### config.mk
export PLATFORM = sky130hd
export DESIGN_NAME = scp_dev_flat
export DESIGN_NICKNAME = d
export VERILOG_FILES = /design/src/core/scp_pkg.sv /design/src/core/scp_if.sv /design/src/core/scp_dev.sv /design/src/flat_wrapper.sv
export SDC_FILE = /design/constraint.sdc
export NUM_CORES = 1
export LEC_CHECK = 0
export BUFFER_PORTS_ARGS = -buffer_cell sky130_fd_sc_hd__buf_2
export CORE_AREA = 3 3 204 156
export CTS_CLUSTER_SIZE = 20
export DETAILED_ROUTE_END_ITERATION = 12
export DIE_AREA = 0 0 207 159
export PLACE_DENSITY = 0.57
export SYNTH_ARGS = -nofsm -noshare
export SYNTH_HDL_FRONTEND = slang
export SYNTH_SLANG_ARGS = --single-unit
### constraint.sdc
create_clock -name sys_clk -period 2.91 [get_ports sys_clk]
set_input_delay 0.1455 -clock sys_clk [delete_from_list [all_inputs] [get_ports sys_clk]]
set_output_delay 0.1455 -clock sys_clk [all_outputs]
set_load 0.02 [all_outputs]
### src/core/scp_pkg.sv
package scp_pkg;

   // Address codes, first field B (B0 lsb) in the high nibble, field A (A0 lsb) low
   localparam int ADDR_W = 8;
   localparam logic [7:0] CODE_WR1 = 8'h82;
   localparam logic [7:0] CODE_WR2 = 8'h92;
   localparam logic [7:0] CODE_RD = 8'hA2;

   // Control word length for both write modes
   localparam int CTRL_W = 24;

   // Field layout inside the mode-two control word
   localparam int BO_LSB = 0;
   localparam int BO_N = 5;
   localparam int TBC_BIT = 5;
   localparam int DIR_LSB = 6;
   localparam int IODAT_LSB = 8;
   localparam int IO_N = 2;
   localparam int DOC_LSB = 10;
   localparam int DOC_W = 3;
   localparam int GATE_LSB = 13;
   localparam int GATE_W = 2;
   localparam logic [CTRL_W-1:0] CTRL_RST = 24'h00_0000;

   // Read-back selections
   localparam logic [2:0] RB_STATUS = 3'h0;
   localparam logic [2:0] RB_TBASE = 3'h1;
   localparam logic [2:0] RB_IO1 = 3'h2;
   localparam logic [2:0] RB_IO2 = 3'h3;

   // Timing
   localparam int CLK_KHZ = 25000;
   localparam int TB_HZ = 8;
   localparam int GATE_MS_0 = 4;
   localparam int GATE_MS_1 = 8;
   localparam int GATE_MS_2 = 32;
   localparam int GATE_MS_3 = 64;

   // Synchroniser lanes in the device
   localparam int SY_CE = 0;
   localparam int SY_CL = 1;
   localparam int SY_DI = 2;
   localparam int SY_IF = 3;
   localparam int SY_IO1 = 4;
   localparam int SY_IO2 = 5;
   localparam int SY_N = 6;

   typedef enum {SCP_MODE_NONE, SCP_MODE_WR1, SCP_MODE_WR2, SCP_MODE_RD} scp_mode_t;
   typedef enum {SCP_C_IDLE, SCP_C_ADDR, SCP_C_GAP, SCP_C_DATA, SCP_C_END} scp_cstate_t;

   // Swaps nibbles: shift order B0..B3,A0..A3 (lsb first) versus the code
   function automatic logic [7:0] addr_swap(input logic [7:0] v);
      addr_swap = {v[3:0], v[7:4]};
   endfunction: addr_swap

endpackage: scp_pkg

### src/core/scp_if.sv
`timescale 1ns/1ps
interface scp_if;
   logic chip_enable;
   logic bit_timing_input;
   logic serial_data_in;
   logic serial_data_out;

   modport dev (
      input chip_enable,
      input bit_timing_input,
      input serial_data_in,
      output serial_data_out
   );

   modport ctl (
      output chip_enable,
      output bit_timing_input,
      output serial_data_in,
      input serial_data_out
   );
endinterface: scp_if

### src/core/scp_dev.sv
`timescale 1ns/1ps
module scp_dev #(
   parameter int IF_CNT_W = 20,
   parameter int TB_HALF_CYC = scp_pkg::CLK_KHZ * 1000 / (2 * scp_pkg::TB_HZ),
   parameter int GATE_CYC_0 = scp_pkg::GATE_MS_0 * scp_pkg::CLK_KHZ,
   parameter int GATE_CYC_1 = scp_pkg::GATE_MS_1 * scp_pkg::CLK_KHZ,
   parameter int GATE_CYC_2 = scp_pkg::GATE_MS_2 * scp_pkg::CLK_KHZ,
   parameter int GATE_CYC_3 = scp_pkg::GATE_MS_3 * scp_pkg::CLK_KHZ
) (
   input wire logic sys_clk,
   input wire logic srst,
   scp_if.dev bus,
   input wire logic intermediate_freq_input,
   input wire logic lo_div_edge,
   input wire logic ref_div_edge,
   input wire logic bidir_pin_one_i,
   input wire logic bidir_pin_two_i,
   output logic bidir_pin_one_o,
   output logic bidir_pin_one_oe,
   output logic bidir_pin_two_o,
   output logic bidir_pin_two_oe,
   output logic [scp_pkg::BO_N-1:0] open_drain_out_o,
   output logic [scp_pkg::BO_N-1:0] open_drain_out_oe,
   output logic [1:0] phase_pump_out_o,
   output logic [1:0] phase_pump_out_oe,
   output logic [scp_pkg::CTRL_W-1:0] control_write_mode_one,
   output logic [scp_pkg::CTRL_W-1:0] control_write_mode_two
);

   localparam int RB_W = scp_pkg::IO_N + IF_CNT_W;
   localparam int GCNT_W = $clog2(GATE_CYC_3 + 1);
   localparam int TCNT_W = $clog2(TB_HALF_CYC + 1);
   localparam logic [4:0] CNT_FULL = 5'(scp_pkg::CTRL_W);
   localparam logic [4:0] CNT_OVER = 5'(scp_pkg::CTRL_W + 1);

   if (IF_CNT_W < 1 || TB_HALF_CYC < 1 || GATE_CYC_0 < 2 || GATE_CYC_0 > GATE_CYC_1
       || GATE_CYC_1 > GATE_CYC_2 || GATE_CYC_2 > GATE_CYC_3) begin : g_chk
      $error("scp_dev: bad parameter values");
   end

   // Pin synchronisers: three stages, a level counts once stages two and three agree
   logic [scp_pkg::SY_N-1:0] sy_in;
   logic [scp_pkg::SY_N-1:0] s1_r, s2_r, s3_r, lvl_r, lvl_d_r;
   logic [scp_pkg::SY_N-1:0] rise, fall;

   always_comb begin
      sy_in = '0;
      sy_in[scp_pkg::SY_CE] = bus.chip_enable;
      sy_in[scp_pkg::SY_CL] = bus.bit_timing_input;
      sy_in[scp_pkg::SY_DI] = bus.serial_data_in;
      sy_in[scp_pkg::SY_IF] = intermediate_freq_input;
      sy_in[scp_pkg::SY_IO1] = bidir_pin_one_i;
      sy_in[scp_pkg::SY_IO2] = bidir_pin_two_i;
   end

   for (genvar g = 0; g < scp_pkg::SY_N; g++) begin : g_sync
      always_ff @(posedge sys_clk) begin
         if (srst) begin
            s1_r[g] <= 1'b0;
            s2_r[g] <= 1'b0;
            s3_r[g] <= 1'b0;
            lvl_r[g] <= 1'b0;
            lvl_d_r[g] <= 1'b0;
         end else begin
            s1_r[g] <= sy_in[g];
            s2_r[g] <= s1_r[g];
            s3_r[g] <= s2_r[g];
            if (s2_r[g] == s3_r[g]) begin
               lvl_r[g] <= s3_r[g];
            end
            lvl_d_r[g] <= lvl_r[g];
         end
      end
      assign rise[g] = lvl_r[g] & ~lvl_d_r[g];
      assign fall[g] = ~lvl_r[g] & lvl_d_r[g];
   end

   wire ce_lvl = lvl_r[scp_pkg::SY_CE];
   wire ce_rise = rise[scp_pkg::SY_CE];
   wire ce_fall = fall[scp_pkg::SY_CE];
   wire cl_rise = rise[scp_pkg::SY_CL];
   wire cl_fall = fall[scp_pkg::SY_CL];
   wire di_lvl = lvl_r[scp_pkg::SY_DI];

   // Serial transfer engine
   scp_pkg::scp_mode_t mode_r;
   logic [scp_pkg::ADDR_W-1:0] addr_sr_r;
   logic [scp_pkg::CTRL_W-1:0] data_sr_r;
   logic [4:0] bit_cnt_r;
   logic [RB_W-1:0] rd_sr_r;
   logic dout_r;
   logic [RB_W-1:0] rb_word;
   logic [scp_pkg::CTRL_W-1:0] word2_r;
   logic [IF_CNT_W-1:0] if_result_r;
   logic tb_r;

   always_ff @(posedge sys_clk) begin
      if (srst) begin
         mode_r <= scp_pkg::SCP_MODE_NONE;
         addr_sr_r <= '0;
         data_sr_r <= '0;
         bit_cnt_r <= '0;
         rd_sr_r <= '0;
         dout_r <= 1'b0;
      end else if (ce_rise) begin
         bit_cnt_r <= '0;
         case (scp_pkg::addr_swap(addr_sr_r))
            scp_pkg::CODE_WR1: mode_r <= scp_pkg::SCP_MODE_WR1;
            scp_pkg::CODE_WR2: mode_r <= scp_pkg::SCP_MODE_WR2;
            scp_pkg::CODE_RD: begin
               mode_r <= scp_pkg::SCP_MODE_RD;
               dout_r <= rb_word[RB_W-1];
               rd_sr_r <= {rb_word[RB_W-2:0], 1'b0};
            end
            default: mode_r <= scp_pkg::SCP_MODE_NONE;
         endcase
      end else if (ce_fall) begin
         mode_r <= scp_pkg::SCP_MODE_NONE;
         dout_r <= 1'b0;
      end else if (!ce_lvl && cl_rise) begin
         addr_sr_r <= {di_lvl, addr_sr_r[scp_pkg::ADDR_W-1:1]};
      end else if (ce_lvl && cl_rise && (mode_r == scp_pkg::SCP_MODE_WR1
                                         || mode_r == scp_pkg::SCP_MODE_WR2)) begin
         data_sr_r <= {di_lvl, data_sr_r[scp_pkg::CTRL_W-1:1]};
         if (bit_cnt_r != CNT_OVER) begin
            bit_cnt_r <= bit_cnt_r + 5'd1;
         end
      end else if (ce_lvl && cl_fall && mode_r == scp_pkg::SCP_MODE_RD) begin
         dout_r <= rd_sr_r[RB_W-1];
         rd_sr_r <= {rd_sr_r[RB_W-2:0], 1'b0};
      end
   end

   assign bus.serial_data_out = dout_r;

   // Control words: only a complete 24-bit shift is applied, at enable fall
   always_ff @(posedge sys_clk) begin
      if (srst) begin
         control_write_mode_one <= scp_pkg::CTRL_RST;
         word2_r <= scp_pkg::CTRL_RST;
      end else if (ce_fall && bit_cnt_r == CNT_FULL) begin
         if (mode_r == scp_pkg::SCP_MODE_WR1) begin
            control_write_mode_one <= data_sr_r;
         end
         if (mode_r == scp_pkg::SCP_MODE_WR2) begin
            word2_r <= data_sr_r;
         end
      end
   end

   assign control_write_mode_two = word2_r;

   // Read-back content
   wire [scp_pkg::DOC_W-1:0] rb_sel = word2_r[scp_pkg::DOC_LSB +: scp_pkg::DOC_W];
   wire io1_lvl = lvl_r[scp_pkg::SY_IO1];
   wire io2_lvl = lvl_r[scp_pkg::SY_IO2];

   always_comb begin
      rb_word = '0;
      case (rb_sel)
         scp_pkg::RB_STATUS: rb_word = {io1_lvl, io2_lvl, if_result_r};
         scp_pkg::RB_TBASE: rb_word[RB_W-1] = tb_r;
         scp_pkg::RB_IO1: rb_word[RB_W-1] = io1_lvl;
         scp_pkg::RB_IO2: rb_word[RB_W-1] = io2_lvl;
         default: rb_word = '0;
      endcase
   end

   // IF counter over a selectable gate
   logic [GCNT_W-1:0] gate_cnt_r;
   logic [GCNT_W-1:0] gate_len;
   logic [IF_CNT_W-1:0] if_cnt_r;
   wire if_edge = rise[scp_pkg::SY_IF];

   always_comb begin
      case (word2_r[scp_pkg::GATE_LSB +: scp_pkg::GATE_W])
         2'd0: gate_len = GCNT_W'(GATE_CYC_0);
         2'd1: gate_len = GCNT_W'(GATE_CYC_1);
         2'd2: gate_len = GCNT_W'(GATE_CYC_2);
         default: gate_len = GCNT_W'(GATE_CYC_3);
      endcase
   end

   always_ff @(posedge sys_clk) begin
      if (srst) begin
         gate_cnt_r <= '0;
         if_cnt_r <= '0;
         if_result_r <= '0;
      end else if (gate_cnt_r >= gate_len - GCNT_W'(1)) begin
         gate_cnt_r <= '0;
         if_cnt_r <= '0;
         if_result_r <= (if_edge && if_cnt_r != '1) ? if_cnt_r + IF_CNT_W'(1) : if_cnt_r;
      end else begin
         gate_cnt_r <= gate_cnt_r + GCNT_W'(1);
         if (if_edge && if_cnt_r != '1) begin
            if_cnt_r <= if_cnt_r + IF_CNT_W'(1);
         end
      end
   end

   // 8 Hz time base
   logic [TCNT_W-1:0] tb_cnt_r;

   always_ff @(posedge sys_clk) begin
      if (srst) begin
         tb_cnt_r <= '0;
         tb_r <= 1'b0;
      end else if (tb_cnt_r == TCNT_W'(TB_HALF_CYC - 1)) begin
         tb_cnt_r <= '0;
         tb_r <= ~tb_r;
      end else begin
         tb_cnt_r <= tb_cnt_r + TCNT_W'(1);
      end
   end

   // Port pins, all open drain
   wire [scp_pkg::IO_N-1:0] io_dir = word2_r[scp_pkg::DIR_LSB +: scp_pkg::IO_N];
   wire [scp_pkg::IO_N-1:0] io_dat = word2_r[scp_pkg::IODAT_LSB +: scp_pkg::IO_N];

   always_ff @(posedge sys_clk) begin
      if (srst) begin
         open_drain_out_o <= '0;
         open_drain_out_oe <= '0;
         bidir_pin_one_o <= 1'b0;
         bidir_pin_one_oe <= 1'b0;
         bidir_pin_two_o <= 1'b0;
         bidir_pin_two_oe <= 1'b0;
      end else begin
         open_drain_out_o <= '0;
         open_drain_out_oe <= word2_r[scp_pkg::BO_LSB +: scp_pkg::BO_N];
         if (word2_r[scp_pkg::TBC_BIT]) begin
            open_drain_out_oe[0] <= tb_r;
         end
         bidir_pin_one_o <= 1'b0;
         bidir_pin_one_oe <= io_dir[0] & io_dat[0];
         bidir_pin_two_o <= 1'b0;
         bidir_pin_two_oe <= io_dir[1] & io_dat[1];
      end
   end

   // Phase detector and charge pumps
   logic up_r, dn_r;

   always_ff @(posedge sys_clk) begin
      if (srst) begin
         up_r <= 1'b0;
         dn_r <= 1'b0;
      end else if ((up_r | lo_div_edge) && (dn_r | ref_div_edge)) begin
         up_r <= 1'b0;
         dn_r <= 1'b0;
      end else begin
         up_r <= up_r | lo_div_edge;
         dn_r <= dn_r | ref_div_edge;
      end
   end

   always_ff @(posedge sys_clk) begin
      if (srst) begin
         phase_pump_out_o <= '0;
         phase_pump_out_oe <= '0;
      end else begin
         phase_pump_out_o <= {2{up_r}};
         phase_pump_out_oe <= {2{up_r ^ dn_r}};
      end
   end

endmodule: scp_dev

### src/flat_wrapper.sv
// flat-port wrapper written by rule: the top's interface ports become plain ports
module scp_dev_flat 
#(
   parameter int IF_CNT_W = 20,
   parameter int TB_HALF_CYC = scp_pkg::CLK_KHZ * 1000 / (2 * scp_pkg::TB_HZ),
   parameter int GATE_CYC_0 = scp_pkg::GATE_MS_0 * scp_pkg::CLK_KHZ,
   parameter int GATE_CYC_1 = scp_pkg::GATE_MS_1 * scp_pkg::CLK_KHZ,
   parameter int GATE_CYC_2 = scp_pkg::GATE_MS_2 * scp_pkg::CLK_KHZ,
   parameter int GATE_CYC_3 = scp_pkg::GATE_MS_3 * scp_pkg::CLK_KHZ
)
  (sys_clk, srst, intermediate_freq_input, lo_div_edge, ref_div_edge, bidir_pin_one_i, bidir_pin_two_i, bidir_pin_one_o, bidir_pin_one_oe, bidir_pin_two_o, bidir_pin_two_oe, open_drain_out_o, open_drain_out_oe, phase_pump_out_o, phase_pump_out_oe, control_write_mode_one, control_write_mode_two, bus_chip_enable, bus_bit_timing_input, bus_serial_data_in, bus_serial_data_out);
  scp_if bus_i ();
  input wire logic sys_clk;
  input wire logic srst;
  input wire logic intermediate_freq_input;
  input wire logic lo_div_edge;
  input wire logic ref_div_edge;
  input wire logic bidir_pin_one_i;
  input wire logic bidir_pin_two_i;
  output logic bidir_pin_one_o;
  output logic bidir_pin_one_oe;
  output logic bidir_pin_two_o;
  output logic bidir_pin_two_oe;
  output logic [scp_pkg::BO_N-1:0] open_drain_out_o;
  output logic [scp_pkg::BO_N-1:0] open_drain_out_oe;
  output logic [1:0] phase_pump_out_o;
  output logic [1:0] phase_pump_out_oe;
  output logic [scp_pkg::CTRL_W-1:0] control_write_mode_one;
  output logic [scp_pkg::CTRL_W-1:0] control_write_mode_two;
  input wire logic [$bits(bus_i.chip_enable)-1:0] bus_chip_enable;
  input wire logic [$bits(bus_i.bit_timing_input)-1:0] bus_bit_timing_input;
  input wire logic [$bits(bus_i.serial_data_in)-1:0] bus_serial_data_in;
  output wire logic [$bits(bus_i.serial_data_out)-1:0] bus_serial_data_out;
  assign bus_i.chip_enable = bus_chip_enable;
  assign bus_i.bit_timing_input = bus_bit_timing_input;
  assign bus_i.serial_data_in = bus_serial_data_in;
  assign bus_serial_data_out = bus_i.serial_data_out;
  scp_dev #(.IF_CNT_W(IF_CNT_W), .TB_HALF_CYC(TB_HALF_CYC), .GATE_CYC_0(GATE_CYC_0), .GATE_CYC_1(GATE_CYC_1), .GATE_CYC_2(GATE_CYC_2), .GATE_CYC_3(GATE_CYC_3)) u_core (.sys_clk(sys_clk), .srst(srst), .bus(bus_i), .intermediate_freq_input(intermediate_freq_input), .lo_div_edge(lo_div_edge), .ref_div_edge(ref_div_edge), .bidir_pin_one_i(bidir_pin_one_i), .bidir_pin_two_i(bidir_pin_two_i), .bidir_pin_one_o(bidir_pin_one_o), .bidir_pin_one_oe(bidir_pin_one_oe), .bidir_pin_two_o(bidir_pin_two_o), .bidir_pin_two_oe(bidir_pin_two_oe), .open_drain_out_o(open_drain_out_o), .open_drain_out_oe(open_drain_out_oe), .phase_pump_out_o(phase_pump_out_o), .phase_pump_out_oe(phase_pump_out_oe), .control_write_mode_one(control_write_mode_one), .control_write_mode_two(control_write_mode_two));
endmodule
==> out/results.txt, run 1 <==
Pre-CTS setup slack: 0.05714 ns
Switching Fraction: 20.96%
Clk_lat worst skew: 0.51 ns
Area share of the largest cell type after synthesis: 49.68%
Clock Path Buffers: 3
Pin count of the biggest net entering global routing: 58
Power per cell area: 571.8 nW/um^2
Tightest Pin Transition: 0.7765 ns
Clock power share: 46.8%
Detailed Route Iter0 Violations: 474
CTS Buf Count: 23
Share of layout cells above drive strength 1: 12.11%
Layout Area Growth over Synthesis: 17.37%
Worst setup path startpoint: u_core.control_write_mode_two[14]
Ys flop type: dfxtp_1
Worst Slack Setup Final: 0.2380 ns
Data required time at the worst endpoint: 3.35 ns
Post-route design area: 10,880 sq um
LEAKAGE: 4.046 nW
Clock sinks: 230
Crit-path max FO: 20
Antenna violations before repair: 0
Clock Pin Slew Worst Setup and Hold Paths: 0.06 ns
Die area: 32,910 sq um
Initial Util: 30.89%
Via count: 7,065
VDD IR max: 378.5 uV
Die extent in y: 159 um
Global placement routability congestion: 0.7596
MaxCap Viol Count: 0
Seq cells post-synth: 230
Reg2Reg Depth: 12
Area leader, netlist: dfxtp_1
Status: finished, final reports clean
Largest cells by area after synthesis: dfxtp_1 50%, nand2_1 7.4%, a21oi_1 5.8%
Nets: 1,177
Total negative slack: 0 ns
Switching power: 1.304 mW
Final Non-Filler Cells: 1,547
Dpl cell area: 10,020 sq um
Hold Crit Class: in -> reg
Die X: 207 um
R2R setup slack: 0.24 ns
N_diodes: 0
Setup crit end: u_core.gate_cnt_r[6]
Post-synth ARST share: 0%
Unique masters post-synth: 48
Internal power: 4.917 mW
DP HPWL: 13.29 mm
Placed insts: 1,496
Commonest non-fill, non-tap cell in the layout: dfxtp_1
Worst reg2reg endpoint: u_core.gate_cnt_r[6]
Residual DRC: 0
Vias in the first global route: 6,549
Vias/cell: 4.567
Warnings, synthesis: 0
Setup Viol. Count Final: 0
Mean post-synth cell area: 8.720 sq um
Clock tree from TritonCTS: done
Root Driver: clkbuf_16
Comb power frac: 2.0%
Most frequent cells in the layout: 229 x dfxtp_1, 182 x nand2_1, 121 x nor2_1, 108 x a21oi_1, 68 x buf_2
IO Pins: 77
Fin crit period: 2.672 ns
Total wire length: 19.65 mm
Period utilisation layout: 91.82%
Post-synthesis sequential area ratio: 49.68%
Htree depth: 1
RSZ-0062 raised after global routing: no
Gr ovfl total: 0
WL/cell: 12.70 um
Max Clock Freq: 374.3 MHz
Fin. Hold Viols: 0
Antenna Nets Post-Route: 0
CP Class: reg -> reg
Crit path arrival time: 3.11 ns
Critical Path Sink Type: register
Cells after Synth: 1,063
GRT Total Usage: 11.59%
EDFF count, synth: 0
Syn Std Cell Area: 9269 sq um
Max Transition Viols Final: 0
Rows: 55
DR pass1 iterations: 5
First-pass GRT wire length: 33.34 mm
Flop pwr share: 51.2%
Nature of the critical path startpoint: register
Max-slew headroom: 48.12%
Core ar.: 30,000 sq um
RR Startpoint: u_core.control_write_mode_two[14]
IO Port Bufs: 69
Post-route clock skew: 0.01489 ns
-- per-stage QoR --
stage	power, mW	hold slack, ns	utilization, %
3_5_place_dp	3.374	0.3278	33.39
2_1_floorplan	3.349	0.2242	-
3_3_place_gp	3.372	0.3266	33.39
4_1_cts	6.317	0.1012	36.18
6_report	6.221	0.1159	36.26
5_1_grt	6.459	0.1231	36.26
-- sequential cells by signal (all words and copies together), names as in the netlist, 6 cells and up --
register,flops
u_core.tb_cnt_r,21
u_core.data_sr_r,24
u_core.rd_sr_r,21
u_core.if_result_r,20
u_core.s2_r,6
u_core.control_write_mode_one,24
u_core.gate_cnt_r,21
u_core.control_write_mode_two,24
u_core.s3_r,6
u_core.addr_sr_r,8
u_core.if_cnt_r,20
u_core.s1_r,6
-- worst min path at each step --
stage,from,end,slack [ns],cells after the start
2_1_floorplan,lo_div_edge,u_core.dn_r,0.22,1
3_3_place_gp,lo_div_edge,u_core.dn_r,0.33,2
3_5_place_dp,lo_div_edge,u_core.dn_r,0.33,2
4_1_cts,srst,u_core.lvl_d_r[1],0.10,2
5_1_grt,srst,u_core.addr_sr_r[5],0.12,2
6_report,srst,u_core.addr_sr_r[7],0.12,2
-- critical path, cell delays in order (launching register included) --
cell and delay (ns):
dfxtp_1 0.32, inv_2 0.08, ha_2 0.20, inv_1 0.04
ha_1 0.28, ha_1 0.30, a211oi_2 0.19, nor2_1 0.08
o311ai_2 0.27, o211ai_1 0.20, or2_2 0.34, buf_6 0.17
nor2_1 0.12
-- synthesized netlist by cell type (2+ instances only) --
cell type  count
or4_1          3
xnor2_1       26
buf_6          4
and4_1         3
buf_4         11
a21oi_1      108
dfxtp_1      230
a211oi_1      21
nor3_1        18
o2bb2ai_1     20
and3_1        13
nor2_1       121
nor4_1         3
nor2b_1       46
and2_1         7
nor3b_1        2
nand4_1       14
inv_1         21
nand2b_1       7
buf_2          6
o211ai_1       2
ha_1          36
nand2_1      182
nand3_1       31
mux2i_1       14
or2_2          3
xor2_1        35
clkbuf_1      41
or3_1          3
o21ai_0       14
-- area by class of cell --
class | instances | area [sq um]
Sequential cell | 230 | 4606
Timing Repair Buffer | 100 | 635.6
Tap cell | 399 | 499.2
Multi-Input combinational cell | 755 | 4313
Inverter | 21 | 78.83
Clock buffer | 35 | 680.7
Clock inverter | 7 | 66.31
Fill cell | 3086 | 19120
-- power by group through the flow --
| stage | clock network [mW] | registers (mW) | logic, mW |
|---|---|---|---|
| floorplan | 0 | 3.25 | 0.0964 |
| global placement | 0 | 3.26 | 0.117 |
| detailed placement | 0 | 3.26 | 0.118 |
| CTS | 3.00 | 3.18 | 0.128 |
| global route | 3.13 | 3.19 | 0.141 |
| finish | 2.91 | 3.19 | 0.126 |
-- layer usage --
metal / GRT usage (%) / part of all wire, % / up-vias
met5: 0 / 0 / -
met2: 16.64 / 40 / 118
li1: - / - / 3677
met1: 17.88 / 54 / 3242
met3: 2.580 / 4.9 / 28
met4: 1.973 / 1.5 / 0
-- what timing repair did --
item | in CTS | in global routing
resized for setup | 0 | 7
endpoints found under the setup margin | 0 | 61
hold buffers | 9 | 0
hold endpoints to repair | 8 | 0
buffers inserted | 0 | 0
-- cells by family after synthesis --
family	after synthesis	share of synthesized area (%)
muxes	14	1.512
DFF	230	49.68
adders and majority gates	36	4.860
and+or+nand+nor	461	22.58
xor gates and xnor gates	61	5.764
buffers and inverters	84	4.252
AOI/OAI and AO/OA	176	11.31
other	1	0.04046
Note: power is estimated with default switching activity, not from simulation.
==> run 2, diff against run 1 <==
--- a/config.mk
+++ b/config.mk
@@ -6,11 +6,12 @@
 export NUM_CORES = 1
 export LEC_CHECK = 0
 export BUFFER_PORTS_ARGS = -buffer_cell sky130_fd_sc_hd__buf_2
-export CORE_AREA = 3 3 204 156
+export CORE_AREA = 3 3 149 115
 export CTS_CLUSTER_SIZE = 20
 export DETAILED_ROUTE_END_ITERATION = 12
-export DIE_AREA = 0 0 207 159
-export PLACE_DENSITY = 0.57
+export DIE_AREA = 0 0 152 118
+export PLACE_DENSITY = 0.88
+export SLEW_MARGIN = 20
 export SYNTH_ARGS = -nofsm -noshare
 export SYNTH_HDL_FRONTEND = slang
 export SYNTH_SLANG_ARGS = --single-unit
==> run 2 against run 1 <==
  * Via count rose by 4.9%
  * Sequential share of layout area rose by 1.3 points
  * Clock skew fell by 0.0054 ns
  * Routed wire length fell by 1.5%
  * Die area fell by 46%
  * Setup slack got worse by 0.0035 ns
  * Global-route usage rose by 9.4 points
  * Non-clock buffer count fell by 6
  * Cell count fell by 13%
  * Critical path depth did not move
  * Sequential power barely moved
  * Clock power fell by 3%
  * Largest cell class unchanged
==> out/results.txt, run 2 (synthesis results as in run 1) <==
Detailed Route Iter0 Violations: 616 (was 474)
CP delay by family, top: adder cells (unchanged)
Vias in the first global route: 6,906 (was 6,549)
Die extent in y: 118 um (was 159 um)
WL/cell: 14.38 um (was 12.70 um)
Comb power frac: 2.0% (about the same)
Clock sinks: 230 (unchanged)
MaxCap Viol Count: 0 (unchanged)
Fillers: 1,181 (was 3,086)
IO Port Bufs: 69 (unchanged)
Setup Buffers After CTS: 0 (unchanged)
Die X: 152 um (was 207 um)
Nets: 1,169 (was 1,177)
Commonest non-fill, non-tap cell in the layout: dfxtp_1 (unchanged)
Post-route clock skew: 0.009449 ns (was 0.01489 ns)
CP max-delay cell: dfxtp_1 (was or2_2)
Htree depth: 1 (unchanged)
Largest stage delay, worst path: 0.31 ns (was 0.34 ns)
Max-slew headroom: 46.73% (was 48.12%)
Status: finished, final reports clean (unchanged)
Fin. Hold Viols: 0 (unchanged)
Gr ovfl total: 0 (unchanged)
Period utilisation layout: 91.94% (was 91.82%)
Dpl cell area: 9737 sq um (was 10,020 sq um)
Buffers and inverters on the worst path: 3 (unchanged)
Critical Path Sink Type: register (unchanged)
First-pass GRT wire length: 32.92 mm (was 33.34 mm)
IO Pins: 77 (unchanged)
Switching Fraction: 20.21% (was 20.96%)
Internal power: 4.891 mW (was 4.917 mW)
Hold Crit Class: in -> reg (unchanged)
Root Driver: clkbuf_16 (unchanged)
Flop pwr share: 52.0% (was 51.2%)
Switching power: 1.239 mW (was 1.304 mW)
Clock power share: 46.0% (was 46.8%)
LEAKAGE: 3.994 nW (was 4.046 nW)
Max Clock Freq: 373.8 MHz (was 374.3 MHz)
Residual DRC: 0 (unchanged)
Worst path cell trace: inv_1, ha_2, inv_1, ha_1, ha_1, a211oi_2, nor2_1, o311ai_2, o211ai_1, or2_4, buf_12, nor2_1 (was inv_2, ha_2, inv_1, ha_1, ha_1, a211oi_2, nor2_1, o311ai_2, o211ai_1, or2_2, buf_6, nor2_1)
Rows: 40 (was 55)
Initial Util: 58.61% (was 30.89%)
DP HPWL: 12.58 mm (was 13.29 mm)
Core ar.: 15,820 sq um (was 30,000 sq um)
CTS Buf Count: 21 (was 23)
Via count: 7,408 (was 7,065)
Data required time at the worst endpoint: 3.33 ns (was 3.35 ns)
Setup Viol. Count Final: 0 (unchanged)
Post-route design area: 10,550 sq um (was 10,880 sq um)
Crit path arrival time: 3.10 ns (was 3.11 ns)
Clock Pin Slew Worst Setup and Hold Paths: 0.06 ns (about the same)
CP Class: reg -> reg (unchanged)
Die area: 17,940 sq um (was 32,910 sq um)
Max Transition Viols Final: 0 (unchanged)
Power per cell area: 580.9 nW/um^2 (was 571.8 nW/um^2)
N_diodes: 0 (unchanged)
Crit-path max FO: 35 (was 20)
Clk_lat worst skew: 0.49 ns (was 0.51 ns)
Pin count of the biggest net entering global routing: 149 (was 58)
Nature of the critical path startpoint: register (unchanged)
Clock Path Buffers: 3 (unchanged)
Global placement routability congestion: 0.8424 (was 0.7596)
GRT Total Usage: 21.01% (was 11.59%)
Share of layout cells above drive strength 1: 11.17% (was 12.11%)
Total negative slack: 0 ns (unchanged)
Tightest Pin Transition: 0.7990 ns (was 0.7765 ns)
VDD IR max: 514.0 uV (was 378.5 uV)
DR pass1 iterations: 5 (unchanged)
Most frequent cells in the layout: 230 x dfxtp_1, 182 x nand2_1, 121 x nor2_1, 108 x a21oi_1, 68 x buf_2 (was 229 x dfxtp_1, 182 x nand2_1, 121 x nor2_1, 108 x a21oi_1, 68 x buf_2)
Layout Area Growth over Synthesis: 13.85% (was 17.37%)
Clock tree from TritonCTS: done (unchanged)
Antenna Nets Post-Route: 0 (unchanged)
RSZ-0062 raised after global routing: no (unchanged)
Vias/cell: 5.500 (was 4.567)
Antenna violations before repair: 0 (unchanged)
Fin crit period: 2.676 ns (was 2.672 ns)
Total wire length: 19.37 mm (was 19.65 mm)
-- run 2: changes by cell type in the layout (fill, tap and decap cells not counted), sizes merged --
| cell | before | now |
|---|---|---|
| inv | 22 | 23 |
| buf | 91 | 85 |
| clkbuf | 35 | 29 |
| clkinvlp | 1 | 0 |
| clkinv | 4 | 3 |
| bufinv | 1 | 3 |
-- run 2: power groups by stage --
stage,Clock (mW),Combinational (mW),Sequential [mW]
floorplan,0,0.0964,3.25
finish,2.82,0.122,3.19
global route,2.99,0.135,3.19
global placement,0,0.110,3.25
CTS,2.87,0.121,3.18
detailed placement,0,0.111,3.26
-- run 2: through the flow --
stage / cells / power (mW) / setup slack [ns] / utilization, % / hold WS [ns]
2_1_floorplan: 1069 / 3.349 / 0.03917 / - / 0.2242
3_3_place_gp: 1301 / 3.364 / 0.1996 / 61.57 / 0.3299
3_5_place_dp: 1301 / 3.366 / 0.1193 / 61.57 / 0.3351
4_1_cts: 1347 / 6.174 / 0.1024 / 66.61 / 0.04856
5_1_grt: 1347 / 6.313 / 0.03535 / 66.72 / 0.06361
6_report: 1347 / 6.130 / 0.2345 / 66.72 / 0.06548
-- run 2: worst paths after layout --
kind	endpoint	slack, ns	from	cells past startpoint
worst max-delay path	u_core.if_cnt_r[9]	0.23	u_core.control_write_mode_two[14]	12
worst min-delay path	u_core.gate_cnt_r[1]	0.07	srst	3
worst max register to register	u_core.if_cnt_r[9]	0.23	u_core.control_write_mode_two[14]	12
worst min register to register	u_core.s2_r[2]	0.44	u_core.s1_r[2]	1
-- run 2: what timing repair did --
item / 4_1_cts / 5_1_grt
endpoints found under the setup margin: 0 / 56
hold endpoints to repair: 8 / 0
hold buffers: 9 / 0
resized for setup: 0 / 4
-- run 2: final cells by class --
cell class | instances | area [sq um] | area share, %
clock buffer | 29 | 585.6 | 5.549
clock inverter | 8 | 122.6 | 1.162
inverter | 21 | 78.83 | 0.7470
multi-input combinational | 755 | 4315 | 40.89
sequential | 230 | 4604 | 43.63
tap | 210 | 262.8 | 2.490
timing repair buffer | 94 | 583.1 | 5.525
-- run 2: tightest hold or removal path, cell delays in order --
cell	delay, ns
buf_4	0.15
nor2_1	0.07
and2_1	0.15
-- run 2: layer usage --
metal	global-route usage, %	part of all wire, %	vias to the layer above
met5	0	0	-
met2	34.99	47	212
li1	-	-	3672
met1	28.90	45	3489
met3	3.491	6.0	35
met4	4.773	2.0	0
